`src/design/pll_core_map.vh`:
```
`ifndef PLL_CORE_MAP_VH
`define PLL_CORE_MAP_VH

// ----------------------------------------
// Serial link
// ----------------------------------------
`define ADDR_W 8
`define ADDR_IN 8'h82
`define ADDR_OUT 8'h92
`define WORD_W 32
`define FRAME_W 23
`define COUNT_W 20

// ----------------------------------------
// Input word fields
// ----------------------------------------
`define F_DIV_LSB 0
`define F_DIV_MSB 15
`define F_DIRECT_LSB 4
`define F_SPEED 16
`define F_FMSEL 17
`define F_RUN 18
`define F_REF_LSB 20
`define F_REF_MSB 23
`define F_GATE_LO 24
`define F_GATE_HI 25
`define F_DIR1 26
`define F_DIR2 27
`define F_OUT1 28
`define F_OUT2 29

// ----------------------------------------
// Divisor limits
// ----------------------------------------
`define SWALLOW_MIN 16'h0110
`define DIRECT_MIN 16'h0004

// ----------------------------------------
// Timing, clock in MHz, times in us
// ----------------------------------------
`define CLK_MHZ 40
`define GATE0_US 4000
`define GATE1_US 8000
`define GATE2_US 32000
`define GATE3_US 64000
`define WAIT_SHORT_US 3500
`define WAIT_LONG_US 7500
`define TIMER_W 24

// ----------------------------------------
// Wishbone registers
// ----------------------------------------
`define REG_CTRL 8'h00
`define REG_STATUS 8'h04
`define REG_COUNT 8'h08
`define REG_WORD 8'h0c
`define CTRL_RST 1'b1
`define S_RUN 0
`define S_DONE 1
`define S_UNLOCK 2
`define S_VALID 3

`endif

```
`src/design/pll_divider_ifcount_readback.v`:
```
// The placing of the registers and the Wishbone interface to the registers are this design's own decisions.
`timescale 1ns/1ps
// Contract
// - Port readback bits show actual pin levels, whatever the direction.
// - Pins captured on readback entry; high reads 1, low reads 0.
// - Lock bit reads 0 when unlocked, 1 when locked or detection off.
// - Frame carries 20-bit count snapshot, bit 19 most significant.
// - Count shifted out on data output, most significant bit first.
// - Data output is open-drain: pulls low for 0, releases for 1.
// - Serial clock may idle high or low; both work.
// - FM select 1: FM input, prescale by two, divisor 272..65535.
// - FM 0, speed 1: AM swallow mode, divisor 272..65535.
// - FM 0, speed 0: AM direct division, divisor 4..4095.
// - Gate select 00/01/10/11 gives 4/8/32/64 ms.
// - Wait 3-4 ms before short gates, 7-8 ms before long gates.
// - Counter accumulates input pulses during the gate.
// - Counter held cleared while run bit is 0; controller loads 0 first.
// - Count starts when run bit goes 0 to 1 in a latched word.
// - Input word latched on falling edge of chip enable strobe.
// - Unlock indication held until the next serial transfer.
`include "pll_core_map.vh"

module pll_divider_ifcount_readback #(
	parameter [`TIMER_W-1:0] GATE0_CYC = `GATE0_US * `CLK_MHZ,
	parameter [`TIMER_W-1:0] GATE1_CYC = `GATE1_US * `CLK_MHZ,
	parameter [`TIMER_W-1:0] GATE2_CYC = `GATE2_US * `CLK_MHZ,
	parameter [`TIMER_W-1:0] GATE3_CYC = `GATE3_US * `CLK_MHZ,
	parameter [`TIMER_W-1:0] WAITS_CYC = `WAIT_SHORT_US * `CLK_MHZ,
	parameter [`TIMER_W-1:0] WAITL_CYC = `WAIT_LONG_US * `CLK_MHZ
) (
	// Clock, reset, enable
	input wire clk_i,
	input wire rst_i,
	input wire clk_en_i,
	// Wishbone slave
	input wire wb_cyc_i,
	input wire wb_stb_i,
	input wire wb_we_i,
	input wire [7:0] wb_adr_i,
	input wire [3:0] wb_sel_i,
	input wire [31:0] wb_dat_i,
	output reg [31:0] wb_dat_o,
	output reg wb_ack_o,
	// Serial link
	input wire frame_enable_i,
	input wire shift_strobe_pin_i,
	input wire serial_in_pin_i,
	output wire data_out_o,
	output wire data_out_oe_o,
	// Port pins
	input wire port1_pin_i,
	output wire port1_pin_o,
	output wire port1_pin_oe_o,
	input wire port2_pin_i,
	output wire port2_pin_o,
	output wire port2_pin_oe_o,
	// Synthesizer inputs
	input wire fm_prescaled_input_i,
	input wire am_divider_input_i,
	input wire if_input_pin_i,
	input wire unlock_detect_i,
	// Synthesizer outputs
	output reg divided_o,
	output reg divisor_valid_o,
	output wire [3:0] reference_select_bits_o
);

	localparam ST_IDLE = 2'h0;
	localparam ST_WAIT = 2'h1;
	localparam ST_GATE = 2'h2;
	localparam ST_DONE = 2'h3;

	// ----------------------------------------
	// Input synchronisers
	// ----------------------------------------
	// Pulse inputs are sampled at the core clock, so each
	// must stay below half of it to be counted.
	reg [8:0] sync1_reg;
	reg [8:0] sync2_reg;
	reg [8:0] sync3_reg;
	wire [8:0] raw_in = {unlock_detect_i, port2_pin_i, port1_pin_i,
		if_input_pin_i, am_divider_input_i, fm_prescaled_input_i,
		serial_in_pin_i, shift_strobe_pin_i, frame_enable_i};

	always @(posedge clk_i) begin
		if (rst_i) begin
			sync1_reg <= 9'h000;
			sync2_reg <= 9'h000;
			sync3_reg <= 9'h000;
		end else if (clk_en_i) begin
			sync1_reg <= raw_in;
			sync2_reg <= sync1_reg;
			sync3_reg <= sync2_reg;
		end
	end

	function rising;
		input [8:0] now;
		input [8:0] old;
		input [3:0] idx;
		begin
			rising = now[idx] & ~old[idx];
		end
	endfunction

	wire fe_lvl = sync2_reg[0];
	wire fe_rise = rising(sync2_reg, sync3_reg, 4'h0);
	wire fe_fall = rising(~sync2_reg, ~sync3_reg, 4'h0);
	wire cl_rise = rising(sync2_reg, sync3_reg, 4'h1);
	wire di_lvl = sync2_reg[2];
	wire fm_rise = rising(sync2_reg, sync3_reg, 4'h3);
	wire am_rise = rising(sync2_reg, sync3_reg, 4'h4);
	wire if_rise = rising(sync2_reg, sync3_reg, 4'h5);
	wire p1_lvl = sync2_reg[6];
	wire p2_lvl = sync2_reg[7];
	wire unlock_lvl = sync2_reg[8];

	// ----------------------------------------
	// Serial link
	// ----------------------------------------
	reg [`ADDR_W-1:0] addr_reg;
	reg [`WORD_W-1:0] shift_reg;
	reg [`WORD_W-1:0] word_reg;
	reg [`FRAME_W-1:0] frame_reg;
	reg in_mode_reg;
	reg out_mode_reg;
	reg unlock_seen_reg;
	reg detect_en_reg;
	reg [`COUNT_W-1:0] count_reg;
	wire lock_bit = ~(unlock_seen_reg & detect_en_reg);
	wire new_run = shift_reg[`F_RUN];
	wire start = fe_fall & in_mode_reg & new_run &
		~word_reg[`F_RUN];

	// Only rising strobe edges move data, so either idle level works
	always @(posedge clk_i) begin
		if (rst_i) begin
			addr_reg <= {`ADDR_W{1'b0}};
			shift_reg <= {`WORD_W{1'b0}};
			word_reg <= {`WORD_W{1'b0}};
			frame_reg <= {`FRAME_W{1'b1}};
			in_mode_reg <= 1'b0;
			out_mode_reg <= 1'b0;
		end else if (clk_en_i) begin
			if (fe_rise) begin
				in_mode_reg <= (addr_reg == `ADDR_IN);
				out_mode_reg <= (addr_reg == `ADDR_OUT);
				// Snapshot taken at entry to readback
				frame_reg <= {p2_lvl, p1_lvl, lock_bit,
					count_reg};
			end else if (fe_fall) begin
				if (in_mode_reg)
					word_reg <= shift_reg;
				in_mode_reg <= 1'b0;
				out_mode_reg <= 1'b0;
			end else if (cl_rise) begin
				if (!fe_lvl)
					addr_reg <= {di_lvl, addr_reg[`ADDR_W-1:1]};
				else if (in_mode_reg)
					shift_reg <= {di_lvl, shift_reg[`WORD_W-1:1]};
				else if (out_mode_reg)
					frame_reg <= {frame_reg[`FRAME_W-2:0],
						1'b1};
			end
		end
	end

	// Never drive high; pull-up makes the 1s
	assign data_out_o = 1'b0;
	assign data_out_oe_o = out_mode_reg & fe_lvl &
		~frame_reg[`FRAME_W-1];

	assign port1_pin_o = word_reg[`F_OUT1];
	assign port1_pin_oe_o = word_reg[`F_DIR1];
	assign port2_pin_o = word_reg[`F_OUT2];
	assign port2_pin_oe_o = word_reg[`F_DIR2];
	assign reference_select_bits_o = word_reg[`F_REF_MSB:`F_REF_LSB];

	// ----------------------------------------
	// Unlock memory
	// ----------------------------------------
	always @(posedge clk_i) begin
		if (rst_i)
			unlock_seen_reg <= 1'b0;
		else if (clk_en_i) begin
			if (unlock_lvl)
				unlock_seen_reg <= 1'b1;
			else if (fe_fall)
				unlock_seen_reg <= 1'b0;
		end
	end

	// ----------------------------------------
	// Programmable divider
	// ----------------------------------------
	reg [15:0] div_cnt_reg;
	reg prescale_reg;
	wire fm_mode = word_reg[`F_FMSEL];
	wire direct_mode = ~fm_mode & ~word_reg[`F_SPEED];
	wire [15:0] set_div = word_reg[`F_DIV_MSB:`F_DIV_LSB];
	wire [15:0] ratio = direct_mode ?
		{4'h0, set_div[15:`F_DIRECT_LSB]} : set_div;
	wire div_ok = direct_mode ? (ratio >= `DIRECT_MIN) :
		(ratio >= `SWALLOW_MIN);
	// FM edges pass a divide-by-two first, doubling the ratio
	wire div_tick = fm_mode ? (fm_rise & prescale_reg) :
		am_rise;

	always @(posedge clk_i) begin
		if (rst_i) begin
			div_cnt_reg <= 16'h0000;
			prescale_reg <= 1'b0;
			divided_o <= 1'b0;
			divisor_valid_o <= 1'b0;
		end else if (clk_en_i) begin
			divisor_valid_o <= div_ok;
			divided_o <= 1'b0;
			if (fm_rise)
				prescale_reg <= ~prescale_reg;
			if (!div_ok)
				div_cnt_reg <= 16'h0000;
			else if (div_tick) begin
				if (div_cnt_reg >= ratio - 16'h0001) begin
					div_cnt_reg <= 16'h0000;
					divided_o <= 1'b1;
				end else
					div_cnt_reg <= div_cnt_reg + 16'h0001;
			end
		end
	end

	// ----------------------------------------
	// IF counter
	// ----------------------------------------
	reg [1:0] state_reg;
	reg [`TIMER_W-1:0] timer_reg;
	wire [1:0] gate_sel = {word_reg[`F_GATE_HI], word_reg[`F_GATE_LO]};
	reg [`TIMER_W-1:0] gate_cyc;
	wire [`TIMER_W-1:0] wait_cyc = gate_sel[1] ? WAITL_CYC :
		WAITS_CYC;

	always @* begin
		case (gate_sel)
		2'h0: gate_cyc = GATE0_CYC;
		2'h1: gate_cyc = GATE1_CYC;
		2'h2: gate_cyc = GATE2_CYC;
		default: gate_cyc = GATE3_CYC;
		endcase
	end

	always @(posedge clk_i) begin
		if (rst_i) begin
			state_reg <= ST_IDLE;
			timer_reg <= {`TIMER_W{1'b0}};
			count_reg <= {`COUNT_W{1'b0}};
		end else if (clk_en_i) begin
			if (start) begin
				state_reg <= ST_WAIT;
				timer_reg <= {`TIMER_W{1'b0}};
				count_reg <= {`COUNT_W{1'b0}};
			end else if (!word_reg[`F_RUN]) begin
				state_reg <= ST_IDLE;
				count_reg <= {`COUNT_W{1'b0}};
			end else begin
				case (state_reg)
				ST_WAIT: begin
					if (timer_reg >= wait_cyc - 1'b1) begin
						state_reg <= ST_GATE;
						timer_reg <= {`TIMER_W{1'b0}};
					end else
						timer_reg <= timer_reg + 1'b1;
				end
				ST_GATE: begin
					if (if_rise)
						count_reg <= count_reg + 1'b1;
					if (timer_reg >= gate_cyc - 1'b1)
						state_reg <= ST_DONE;
					else
						timer_reg <= timer_reg + 1'b1;
				end
				default: state_reg <= state_reg;
				endcase
			end
		end
	end

	// ----------------------------------------
	// Wishbone slave
	// ----------------------------------------
	// Ack one cycle after the request; unmapped reads return zero
	wire wb_req = wb_cyc_i & wb_stb_i & ~wb_ack_o;
	reg [31:0] rd_data;

	always @* begin
		case (wb_adr_i)
		`REG_CTRL: rd_data = {31'h0, detect_en_reg};
		`REG_STATUS: rd_data = {28'h0, divisor_valid_o,
			unlock_seen_reg, state_reg == ST_DONE,
			state_reg != ST_IDLE};
		`REG_COUNT: rd_data = {12'h000, count_reg};
		`REG_WORD: rd_data = word_reg;
		default: rd_data = 32'h0000_0000;
		endcase
	end

	always @(posedge clk_i) begin
		if (rst_i) begin
			wb_ack_o <= 1'b0;
			wb_dat_o <= 32'h0000_0000;
			detect_en_reg <= `CTRL_RST;
		end else if (clk_en_i) begin
			wb_ack_o <= wb_req;
			if (wb_req) begin
				wb_dat_o <= rd_data;
				if (wb_we_i && wb_sel_i[0] && wb_adr_i == `REG_CTRL)
					detect_en_reg <= wb_dat_i[0];
			end
		end
	end

endmodule // pll_divider_ifcount_readback

```
`config.mk`:
```
export PLATFORM = sky130hd
export DESIGN_NAME = pll_divider_ifcount_readback
export DESIGN_NICKNAME = d
export VERILOG_FILES = /design/src/design/pll_divider_ifcount_readback.v
export VERILOG_INCLUDE_DIRS = /design/src /design/src/design
export SDC_FILE = /design/constraint.sdc
export NUM_CORES = 1
export LEC_CHECK = 0
export CAP_MARGIN = 20
export CORE_MARGIN = 2
export CORE_UTILIZATION = 50
export CTS_CLUSTER_SIZE = 24
export DETAILED_ROUTE_END_ITERATION = 6
export DONT_BUFFER_PORTS = 1
export PLACE_DENSITY = 0.69
export SYNTH_ARGS = -nofsm -noshare
export SYNTH_HDL_FRONTEND = slang
export SYNTH_SLANG_ARGS = --single-unit
export TNS_END_PERCENT = 20
```
`constraint.sdc`:
```
create_clock -name clk_i -period 7.3 [get_ports clk_i]
set_input_delay 0.365 -clock clk_i [delete_from_list [all_inputs] [get_ports clk_i]]
set_output_delay 0.365 -clock clk_i [all_outputs]
set_load 0.02 [all_outputs]
```
# [Yosys cells after proc, flatten, opt, wreduce, memory -nomap -nowiden]
# Cells that the tools add are included.
[op_classes] addsub=6 n_lt_le_gt_ge=5 eq_ne=19 mux=36 n_bitwise=34 reduce_logical=25
[ops] operator="$mux W23" count=6
[ops] operator="$pmux W32 S4" count=1
[ops] operator="$mux W24" count=4
[ops] operator="$mux W20" count=4
[ops] operator="$pmux W22 S3" count=1
[ops] operator="$mux W16" count=4
[ops] operator="$ge A24 B24 Y1" count=2
[ops] operator="$pmux W24 S2" count=1
[ops] operator="$add A24 B1 Y24 const B" count=1
[ops] operator="$sub A24 B1 Y24 const B" count=1
[ops] operator="$add A20 B1 Y20 const B" count=1
[ops] operator="$sub A19 B1 Y20 const B" count=1
[ops] operator="$mux W19" count=1
[ops] operator="$not A1 Y1" count=18
[ops] operator="$add A16 B1 Y16 const B" count=1
[ops] operator="$and A1 B1 Y1" count=16
[ops] operator="$eq A8 B4 Y1 const B" count=2
[ops] operator="$eq A8 B8 Y1 const B" count=2
[ops] operator="$ge A16 B16 Y1" count=1
[ops] operator="$ge A16 B3 Y1 const B" count=1
[ops] operator="$ge A16 B9 Y1 const B" count=1
[ops] operator="$sub A16 B1 Y16 const B" count=1
[ops] operator="$reduce_bool A2 Y1" count=7
[ops] operator="$reduce_and A4 Y1" count=3
[ops] operator="21 further kinds" count=44
[word_totals] register_bits=221 output_inout_bits=45 word_cells=145

# [Depth between registers and ports, before layout]
# Gate-level depths: netlist (run 1).
[depth] word_depth=8 ltp_mapped=17 depth_no_buf=14

# [Worst setup path before layout (run 1)]
# No wires, ideal clock.
[synth_path] kind="reg2reg" startpoint="register word_reg[17]" endpoint="register div_cnt_reg[10]" setup_ps=86 t_arrival_ps=3612 t_required_ps=7214 path_slack_ps=3602 stages_incl_launch_ff=17 n_path_buf=3 path_cell_list="dfxtp_1 buf_2 nor2_2 buf_2 mux2i_1 ha_1 o2111ai_1 nor3_1 xor2_1 a21oi_1 ha_1 o21a_1 a211oi_1 o22ai_1 a21o_1 buf_2 a211oi_1"
[synth_via] elab_chain_len=8 elab_cells_between_ends=14 classes_between="add/sub: 1; order compare: 3; eq/ne: 1; mux: 6; bitwise: 2; reduce/logical: 1"
[synth_lines] item="from (decl)" line="pll_divider_ifcount_readback.v:123" text="reg [`WORD_W-1:0] word_reg;"
[synth_lines] item="from (signal assigned)" line="pll_divider_ifcount_readback.v:140" text="word_reg <= {`WORD_W{1'b0}};"
[synth_lines] item="from (signal assigned)" line="pll_divider_ifcount_readback.v:153" text="word_reg <= shift_reg;"
[synth_lines] item="$not A1 Y1" line="pll_divider_ifcount_readback.v:199" text="wire direct_mode = ~fm_mode & ~word_reg[`F_SPEED];"
[synth_lines] item="$and A1 B1 Y1" line="pll_divider_ifcount_readback.v:199"
[synth_lines] item="$mux W16" line="pll_divider_ifcount_readback.v:201" text="wire [15:0] ratio = direct_mode ?"
[synth_lines] item="$sub A16 B1 Y16" line="pll_divider_ifcount_readback.v:223" text="if (div_cnt_reg >= ratio - 16'h0001) begin"
[synth_lines] item="$ge A16 B16 Y1" line="pll_divider_ifcount_readback.v:223"
[synth_lines] item="$mux W16" line="pll_divider_ifcount_readback.v:223"
[synth_lines] item="$mux W16" line="pll_divider_ifcount_readback.v:222" text="else if (div_tick) begin"
[synth_lines] item="$mux W16" line="pll_divider_ifcount_readback.v:220" text="if (!div_ok)"
[synth_lines] item="to (signal assigned)" line="pll_divider_ifcount_readback.v:227" text="div_cnt_reg <= div_cnt_reg + 16'h0001;"
[synth_lines] item="to (decl)" line="pll_divider_ifcount_readback.v:196" text="reg [15:0] div_cnt_reg;"
# Parallel ways exist; a longest one is shown, timed or not. The select of a mux whose other input is x is not followed.
# A chain may end at the register's enable or synchronous reset.

# [Worst setup path in the final report (run 1)]
[layout_path] startpoint="register word_reg[17]" endpoint="register div_cnt_reg[5]"
# The elaborated chain is that of the path after synthesis.

==> results of run 1 <==
==> path summary, 6_finish.rpt <==
kind	start	to	depth (start not counted)
max reg2reg	word_reg[17]	div_cnt_reg[5]	14
min reg2reg	shift_reg[0]	word_reg[0]	2
max	word_reg[17]	div_cnt_reg[5]	14
min	clk_en_i	sync1_reg[4]	2
==> per-layer routing <==
layer | global-route usage [%] | up-vias | share of wire [%]
li1 | - | 4547 | -
met1 | 30.0 | 4352 | 46
met2 | 36.9 | 281 | 45
met3 | 4.42 | 49 | 6.6
met4 | 7.12 | 0 | 2.6
met5 | 0 | - | 0
==> metrics by stage <==
step | power, mW | area (um2) | utilization [%]
global placement | 1.28 | 11100 | 50.9
detailed placement | 1.28 | 11100 | 50.9
CTS | 2.71 | 12200 | 55.9
finish | 2.69 | 12200 | 55.9
global route | 2.76 | 12200 | 55.9
floorplan | 1.29 | 11200 | -
==> layout make-up <==
type / count / area, um2 / area share (%)
inverters: 40 / 150 / 1.23
clock inverters: 15 / 267 / 2.18
flip-flops and latches: 220 / 4400 / 36.0
clock buffers: 29 / 671 / 5.48
repair buffers: 23 / 223 / 1.82
well taps: 280 / 350 / 2.86
multi-input cells: 938 / 6170 / 50.4
==> report_power, final <==
group / switching [mW] / internal (mW)
sequential: 0.00581 / 1.21
clock: 0.512 / 0.905
combinational: 0.0404 / 0.0237
total: 0.558 / 2.14
==> kinds of logic (layout without fill, tap and decap cells) <==
| logic type | after synthesis | count (layout) |
|---|---|---|
| and+or+nand+nor | 466 | 466 |
| AOI/OAI and AO/OA | 294 | 294 |
| DFF | 220 | 220 |
| buffers and inverters | 129 | 107 |
| muxes | 83 | 83 |
| adders and majority gates | 51 | 51 |
| xor gates and xnor gates | 43 | 43 |
| other | 1 | 1 |
==> synthesized netlist by cell type (7+ instances only) <==
| master | n | share of area [%] |
|---|---|---|
| o211ai_1 | 27 | 1.8 |
| a22oi_1 | 33 | 2.2 |
| o2111ai_1 | 12 | 0.94 |
| nand3_1 | 32 | 1.4 |
| buf_4 | 7 | 0.47 |
| a21oi_1 | 96 | 4.3 |
| or3_1 | 8 | 0.45 |
| xnor2_1 | 15 | 1.2 |
| o41ai_1 | 7 | 0.55 |
| and3_1 | 15 | 0.84 |
| o21ai_0 | 21 | 0.94 |
| nor2_1 | 119 | 4.0 |
| nor3_1 | 14 | 0.63 |
| and4_1 | 8 | 0.63 |
| dfxtp_1 | 220 | 39 |
| nand2_1 | 190 | 6.4 |
| ha_1 | 51 | 5.7 |
| o32ai_1 | 13 | 1.0 |
| xor2_1 | 28 | 2.2 |
| or4_1 | 8 | 0.54 |
| nand4_1 | 24 | 1.3 |
| nand2b_1 | 7 | 0.39 |
| clkbuf_1 | 58 | 1.9 |
| mux2i_1 | 63 | 5.6 |
| a211oi_1 | 32 | 2.2 |
| buf_2 | 8 | 0.36 |
| inv_1 | 38 | 1.3 |
| mux2_2 | 19 | 1.9 |
==> critical path, cell delays in order, from the launching register on <==
cell and delay [ps]:
dfxtp_1 470, nor2_2 790, mux2i_1 350, ha_1 250, o2111ai_1 280, nor3_1 290, xor2_1 160, a21oi_1 100
ha_1 310, o21a_1 170, a211oi_1 220, o22ai_1 160, a21o_1 420, a211oi_2 300, dlygate4sd3_1 580
==> flow_summary.yaml, run 1 <==
route:
  first_pass_iters: 5
  drtAntennaViolNets: 0
  wl_mm: 27.1
  post_drt_wl_per_cell_um: 17.5
  drt-initial-drc-count: 628
  drc: 0
  drt-vias-per-instance: 5.97
  via_count: 9229
logic_synthesis:
  synthMuxAreaShare_pct: 7.76
  synthAdderAreaFrac_pct: 5.71
  synth_compound_area_share_pct: 18.8
  syn_nets: 1397
  ys_warn_count: 0
  synth_seq_area_share_pct: 39.4
  yosysUniqueCellTypes: 78
  synthSimpleGateAreaFrac_pct: 19.4
  async_flop_share_pct: 0
  synth_area_um2: 11200
  avgSynthCellArea_um2: 8.68
  syn_inst: 1287
  synth_edf_count: 0
  synth_top_family_by_area: "simple AND/OR/NAND/NOR gates"
  synth_top_flop_cell: "dfxtp_1"
  ys_ff_latch: 220
  synth-xor-area-share_pct: 3.37
timing:
  worst_pin_slew_ps: 1120
  fin_crit_ps: 4920
  fin_crit_sh_pct: 67.4
  hold_viol_final: 0
  totalNegativeSetupSlack_ps: 0
  worst_hold_slack_ps: 9.73
  rsz0062_at_grt: "no"
  drv_slew: 0
  fin_skew_ps: 13.5
  slew_headroom_pct: 25.0
  setup_violations: 0
  fmax_mhz: 203
  fin_ws_ps: 2380
placed_design:
  dp_cells: 1486
  gp_routability_congestion: 0.883
  port_buffers: 0
  dp_hpwl_mm: 17.4
  preCtsSetupSlack_ps: 2930
power:
  cellPowerDensity_nw_per_um2: 220
  power_leakage_nw: 4.48
  vdd_drop_max_mv: 0.153
clocking:
  cts_buffers: 24
  clock_sinks: 220
  clk_path_buf_depth: 3
  clock-root-buffer: "clkbuf_16"
  htree_levels: 1
  cts_hold_buf: 14
  path_clk_slew_ps: 60
  clk_latency_ps: 520
  post-cts-setup-buffer-count: 0
  cts_tree: "done"
  cts_resized: 0
layout:
  final_nets: 1357
  final_layout_size_suffix_gt1_share_pct: 8.54
  fill_cells: 1982
  fin_cells: 1545
  layout_commonest_cell: "dfxtp_1"
  syn_to_final_growth_pct: 9.52
  diodes: 0
  layout_common_cells: "dfxtp_1 (220), nand2_1 (190), nor2_1 (118), a21oi_1 (96), mux2i_1 (63)"
job:
  cap_viol_max_count: 0
grt:
  grt_max_degree: 168
  grt_pass1_vias: 8801
  overflow: 0
  grt_usage_pct: 22.5
  grt_antenna_before_repair: 0
  grt_pass1_wl_mm: 44.5
worst_setup_path:
  endpoint_kind: "flop"
  ff2ff_setup_slack_ps: 2380
  crit_arrival_ps: 5390
  cp_data_required_time_ps: 7770
  critPathKind: "flop to flop"
  crit_fanout: 17
  startpoint_type: "flop"
die:
  die_w_um: 153
  start_util_pct: 51.0
  core_area_um2: 21900
  rows: 54
  ios: 104
  die_h_um: 153
  dieArea_um2: 23500
hold_path:
  hold_path.class: "input port to flop"
run_status:
  outcome: "finished, final reports clean"
Note: power is estimated with default switching activity, not from simulation.
==> run 2, diff against run 1 <==
==> constraint.sdc (replaced) <==
create_clock -name clk_i -period 4.71 [get_ports clk_i]
set_input_delay 0.2355 -clock clk_i [delete_from_list [all_inputs] [get_ports clk_i]]
set_output_delay 0.2355 -clock clk_i [all_outputs]
set_load 0.02 [all_outputs]
==> flow_summary.yaml, run 2 (synthesis results as in run 1) <==
run_status:
  outcome: "finished, final reports clean"
die:
  die_w_um: 153
  rows: 54
  dieArea_um2: 23500
  core_area_um2: 21900
  start_util_pct: 51.0
  ios: 104
  die_h_um: 153
placed_design:
  post_dp_cell_area_um2: 11200
  dp_cells: 1489
  dp_hpwl_mm: 17.1
  port_buffers: 0
  gp_routability_congestion: 0.891
route:
  drt-initial-drc-count: 654
  wl_met1_mm: 12.7
  drc: 0
  route.met2.wl_mm: 12.0
  drt-vias-per-instance: 5.95
  via_count: 9210
  wl_met3_mm: 1.41
  first_pass_iters: 5
  wl_mm: 26.8
  post_drt_wl_per_cell_um: 17.3
  drtAntennaViolNets: 0
  top_layer: "met4"
clocking:
  htree_levels: 1
  cts_tree: "done"
  path_clk_slew_ps: 60
  cts_hold_buf: 17
  cts_buffers: 23
  cts_resized: 0
  clock-root-buffer: "clkbuf_16"
  clk_path_buf_depth: 3
  clock_sinks: 220
  clk_latency_ps: 520
  post-cts-setup-buffer-count: 0
layout:
  stdcell_area_um2: 12100
  layout_common_cells: "dfxtp_1 (220), nand2_1 (190), nor2_1 (118), a21oi_1 (96), mux2i_1 (63)"
  syn_to_final_growth_pct: 8.47
  layout_commonest_cell: "dfxtp_1"
  fin_cells: 1547
  diodes: 0
  final_layout_size_suffix_gt1_share_pct: 8.21
  final_nets: 1362
power:
  cellPowerDensity_nw_per_um2: 316
  power_leakage_nw: 4.43
  vdd_drop_max_mv: 0.293
  p_total_mw: 3.83
grt:
  grt_max_degree: 173
  grt_pass1_vias: 8680
  grt_usage_pct: 22.4
  overflow: 0
  grt_pass1_wl_mm: 44.5
  grt_antenna_before_repair: 0
hold_path:
  hold_path.class: "input port to flop"
timing:
  worst_pin_slew_ps: 919
  fmax_mhz: 242
  hold_viol_final: 0
  worst_hold_slack_ps: 24.3
  fin_crit_sh_pct: 87.6
  setup_violations: 0
  drv_slew: 0
  totalNegativeSetupSlack_ps: 0
  fin_crit_ps: 4130
  fin_skew_ps: 18.0
  rsz0062_at_grt: "no"
  slew_headroom_pct: 38.7
worst_setup_path:
  cp_data_required_time_ps: 5120
  crit_arrival_ps: 4540
  critPathKind: "flop to flop"
  endpoint_kind: "flop"
  startpoint_type: "flop"
  crit_fanout: 11
job:
  cap_viol_max_count: 0
==> run 2: cell count changes in the layout (fill, tap and decap cells not counted), sizes merged <==
cell	change
dlygate4sd3	+2
clkbuf	+3
clkinvlp	-1
bufinv	-5
inv	+1
buf	+4
clkinv	-2
==> run 2: path summary, 6_finish.rpt <==
| path | start | to | slack, ps | depth (start not counted) |
|---|---|---|---|---|
| setup / recovery | word_reg[17] | divided_o | 580 | 14 |
| hold / removal | wb_adr_i[3] | wb_dat_o[1] | 20 | 3 |
| setup reg to reg | word_reg[17] | divided_o | 580 | 14 |
| hold reg to reg | shift_reg[3] | word_reg[3] | 450 | 2 |
==> run 2: metal layers <==
metal,vias up,track usage [%]
met2,221,35.9
met3,53,3.49
met1,4362,31.3
met4,0,6.33
met5,-,0
li1,4574,-
==> run 2: area by class of cell <==
type,count,area (um2)
well taps,280,350
clock inverters,8,100
multi-input cells,938,6170
inverters,40,150
flip-flops and latches,220,4400
clock buffers,32,649
fillers,1988,9780
repair buffers,29,293
==> run 2: per-stage QoR <==
step,setup slack (ps),utilization (%)
CTS,627,55.3
finish,582,55.3
floorplan,1010,-
global route,237,55.3
detailed placement,694,51.0
global placement,753,51.0
==> run 2: worst max-delay path: stages, from the launching register on <==
cell and delay (ps):
dfxtp_1 450, nor2_2 530, mux2i_1 320, ha_1 250
o2111ai_1 270, nor3_1 290, xor2_1 160, a21oi_1 90
ha_1 300, o21a_1 180, a211oi_1 220, o22ai_1 160
nand4_1 140, a21oi_1 80, dlygate4sd3_1 580
==> run 2: where the power goes <==
group	leakage [nW]	internal, mW	switching, mW	total [mW]
Clock	0.367	1.07	0.764	1.84
Sequential	1.78	1.87	0.00869	1.88
Combinational	2.29	0.0395	0.0697	0.109
Total	4.43	2.98	0.843	3.83
==> run 3, diff against run 2 <==
--- a/config.mk
+++ b/config.mk
@@ -7,9 +7,7 @@
 export NUM_CORES = 1
 export LEC_CHECK = 0
 export CAP_MARGIN = 20
-export CORE_MARGIN = 2
 export CORE_UTILIZATION = 50
-export CTS_CLUSTER_SIZE = 24
 export DETAILED_ROUTE_END_ITERATION = 6
 export DONT_BUFFER_PORTS = 1
 export PLACE_DENSITY = 0.69
==> flow_summary.yaml, run 3 (synthesis results as in run 1) <==
layout:
  diodes: 0
  syn_to_final_growth_pct: 8.92
  final_layout_size_suffix_gt1_share_pct: 8.75
  layout_common_cells: "dfxtp_1 (220), nand2_1 (190), nor2_1 (118), a21oi_1 (96), mux2i_1 (63)"
  layout_commonest_cell: "dfxtp_1"
  final_nets: 1363
  fin_util_pct: 55.6
timing:
  drv_slew: 0
  slew_headroom_pct: 40.0
  fin_crit_sh_pct: 90.9
  rsz0062_at_grt: "no"
  worst_pin_slew_ps: 900
  fin_crit_ps: 4280
  setup_violations: 0
  hold_viol_final: 0
  totalNegativeSetupSlack_ps: 0
  fin_skew_ps: 9.17
  fmax_mhz: 233
die:
  ios: 104
  dieArea_um2: 22900
  rows: 54
  start_util_pct: 51.0
  die_h_um: 151
  die_w_um: 151
  core_area_um2: 21900
route:
  drtAntennaViolNets: 0
  via_count: 9146
  drt-initial-drc-count: 570
  drc: 0
  post_drt_wl_per_cell_um: 17.4
  drt-vias-per-instance: 5.90
  first_pass_iters: 5
  wl_mm: 27.0
hold_path:
  hp-start: "clk_en_i"
  hold_path_end: "div_cnt_reg[2]"
  hold_path.class: "input port to flop"
  holdPathStages: 3
power:
  vdd_drop_max_mv: 0.243
  cellPowerDensity_nw_per_um2: 318
  power_leakage_nw: 4.46
worst_setup_path:
  startpoint_type: "flop"
  timing.rr.start: "word_reg[16]"
  crit_arrival_ps: 4740
  critPathKind: "flop to flop"
  ff2ff_setup_slack_ps: 430
  reg2reg_depth: 14
  r2r-end: "div_cnt_reg[5]"
  cp_data_required_time_ps: 5160
  endpoint_kind: "flop"
  crit_fanout: 15
job:
  cap_viol_max_count: 0
clocking:
  clock-root-buffer: "clkbuf_16"
  clk_latency_ps: 510
  htree_levels: 1
  post-cts-setup-buffer-count: 0
  path_clk_slew_ps: 60
  cts_buffers: 23
  clock_sinks: 220
  cts_tree: "done"
  clk_path_buf_depth: 3
grt:
  grt_antenna_before_repair: 0
  grt_pass1_wl_mm: 44.0
  grt_usage_pct: 23.9
  grt_pass1_vias: 8677
  grt_max_degree: 173
  overflow: 0
run_status:
  outcome: "finished, final reports clean"
placed_design:
  gp_routability_congestion: 0.889
  dp_hpwl_mm: 17.5
  port_buffers: 0
==> run 3: changes by cell type in the layout (fill, tap and decap cells not counted) <==
cell,before,now
a21o_1,5,4
a21o_2,0,1
buf_4,11,12
bufinv_16,2,3
clkbuf_1,5,1
clkbuf_8,4,3
clkinv_2,3,5
clkinv_4,0,3
clkinvlp_4,1,2
inv_6,2,1
nor2_2,2,1
nor2_4,0,1
==> run 3: worst max-delay path by stage <==
stage / start / endpoint / slack, ps / cells after the start
final: word_reg[16] / div_cnt_reg[5] / 430 / 14
after floorplan: word_reg[17] / div_cnt_reg[10] / 1010 / 16
after global routing: word_reg[4] / div_cnt_reg[5] / 90 / 14
after global placement: word_reg[16] / div_cnt_reg[14] / 750 / 13
after detailed placement: word_reg[16] / div_cnt_reg[14] / 700 / 13
after CTS: word_reg[16] / div_cnt_reg[5] / 200 / 14
==> run 3: metal layers <==
| layer | track usage, % | up-vias | share of wire (%) |
|---|---|---|---|
| li1 | - | 4557 | - |
| met1 | 31.9 | 4344 | 46 |
| met2 | 39.8 | 209 | 46 |
| met3 | 3.89 | 36 | 5.6 |
| met4 | 6.10 | 0 | 1.9 |
| met5 | 0 | - | 0 |
==> run 3: power breakdown <==
part	internal [mW]	total, mW	switching, mW	leakage [nW]
Sequential	1.87	1.88	0.00911	1.78
Clock	1.11	1.88	0.771	0.385
Combinational	0.0392	0.109	0.0694	2.30
Total	3.02	3.87	0.849	4.46
==> run 3: area by class of cell <==
cell class / instances / area, um2
Clock buffer: 27 / 621
Clock inverter: 14 / 165
Fill cell: 2053 / 9730
Inverter: 40 / 150
Multi-Input combinational cell: 938 / 6170
Sequential cell: 220 / 4400
Tap cell: 280 / 350
Timing Repair Buffer: 30 / 300
==> run 3: worst max-delay path, stage by stage, from the launching register on <==
cell	delay, ps
dfxtp_1	410
nor2_4	340
mux2i_1	320
ha_1	240
o2111ai_1	280
nor3_1	300
xor2_1	170
a21oi_1	90
ha_1	300
o21a_1	170
a211oi_1	240
o22ai_1	170
a21o_2	370
a211oi_2	250
dlygate4sd3_1	560
==> run 3: stage by stage <==
| step | cell area [um2] | hold slack (ps) | instances | worst slack (ps) | power [mW] |
|---|---|---|---|---|---|
| after floorplan | 11200 | 361 | 1287 | 1010 | 2.00 |
| after global placement | 11200 | 329 | 1490 | 755 | 1.98 |
| after detailed placement | 11200 | 325 | 1490 | 698 | 1.98 |
| after CTS | 12200 | 6.16 | 1548 | 199 | 3.91 |
| after global routing | 12200 | 35.1 | 1549 | 85.6 | 3.99 |
| final | 12200 | 30.9 | 1549 | 427 | 3.87 |
==> run 3: repair_timing <==
item | CTS | global route
endpoints found under the hold margin | 169 | 0
setup endpoints to repair | 0 | 1
hold buffers | 17 | 0
gates resized for setup | 0 | 2
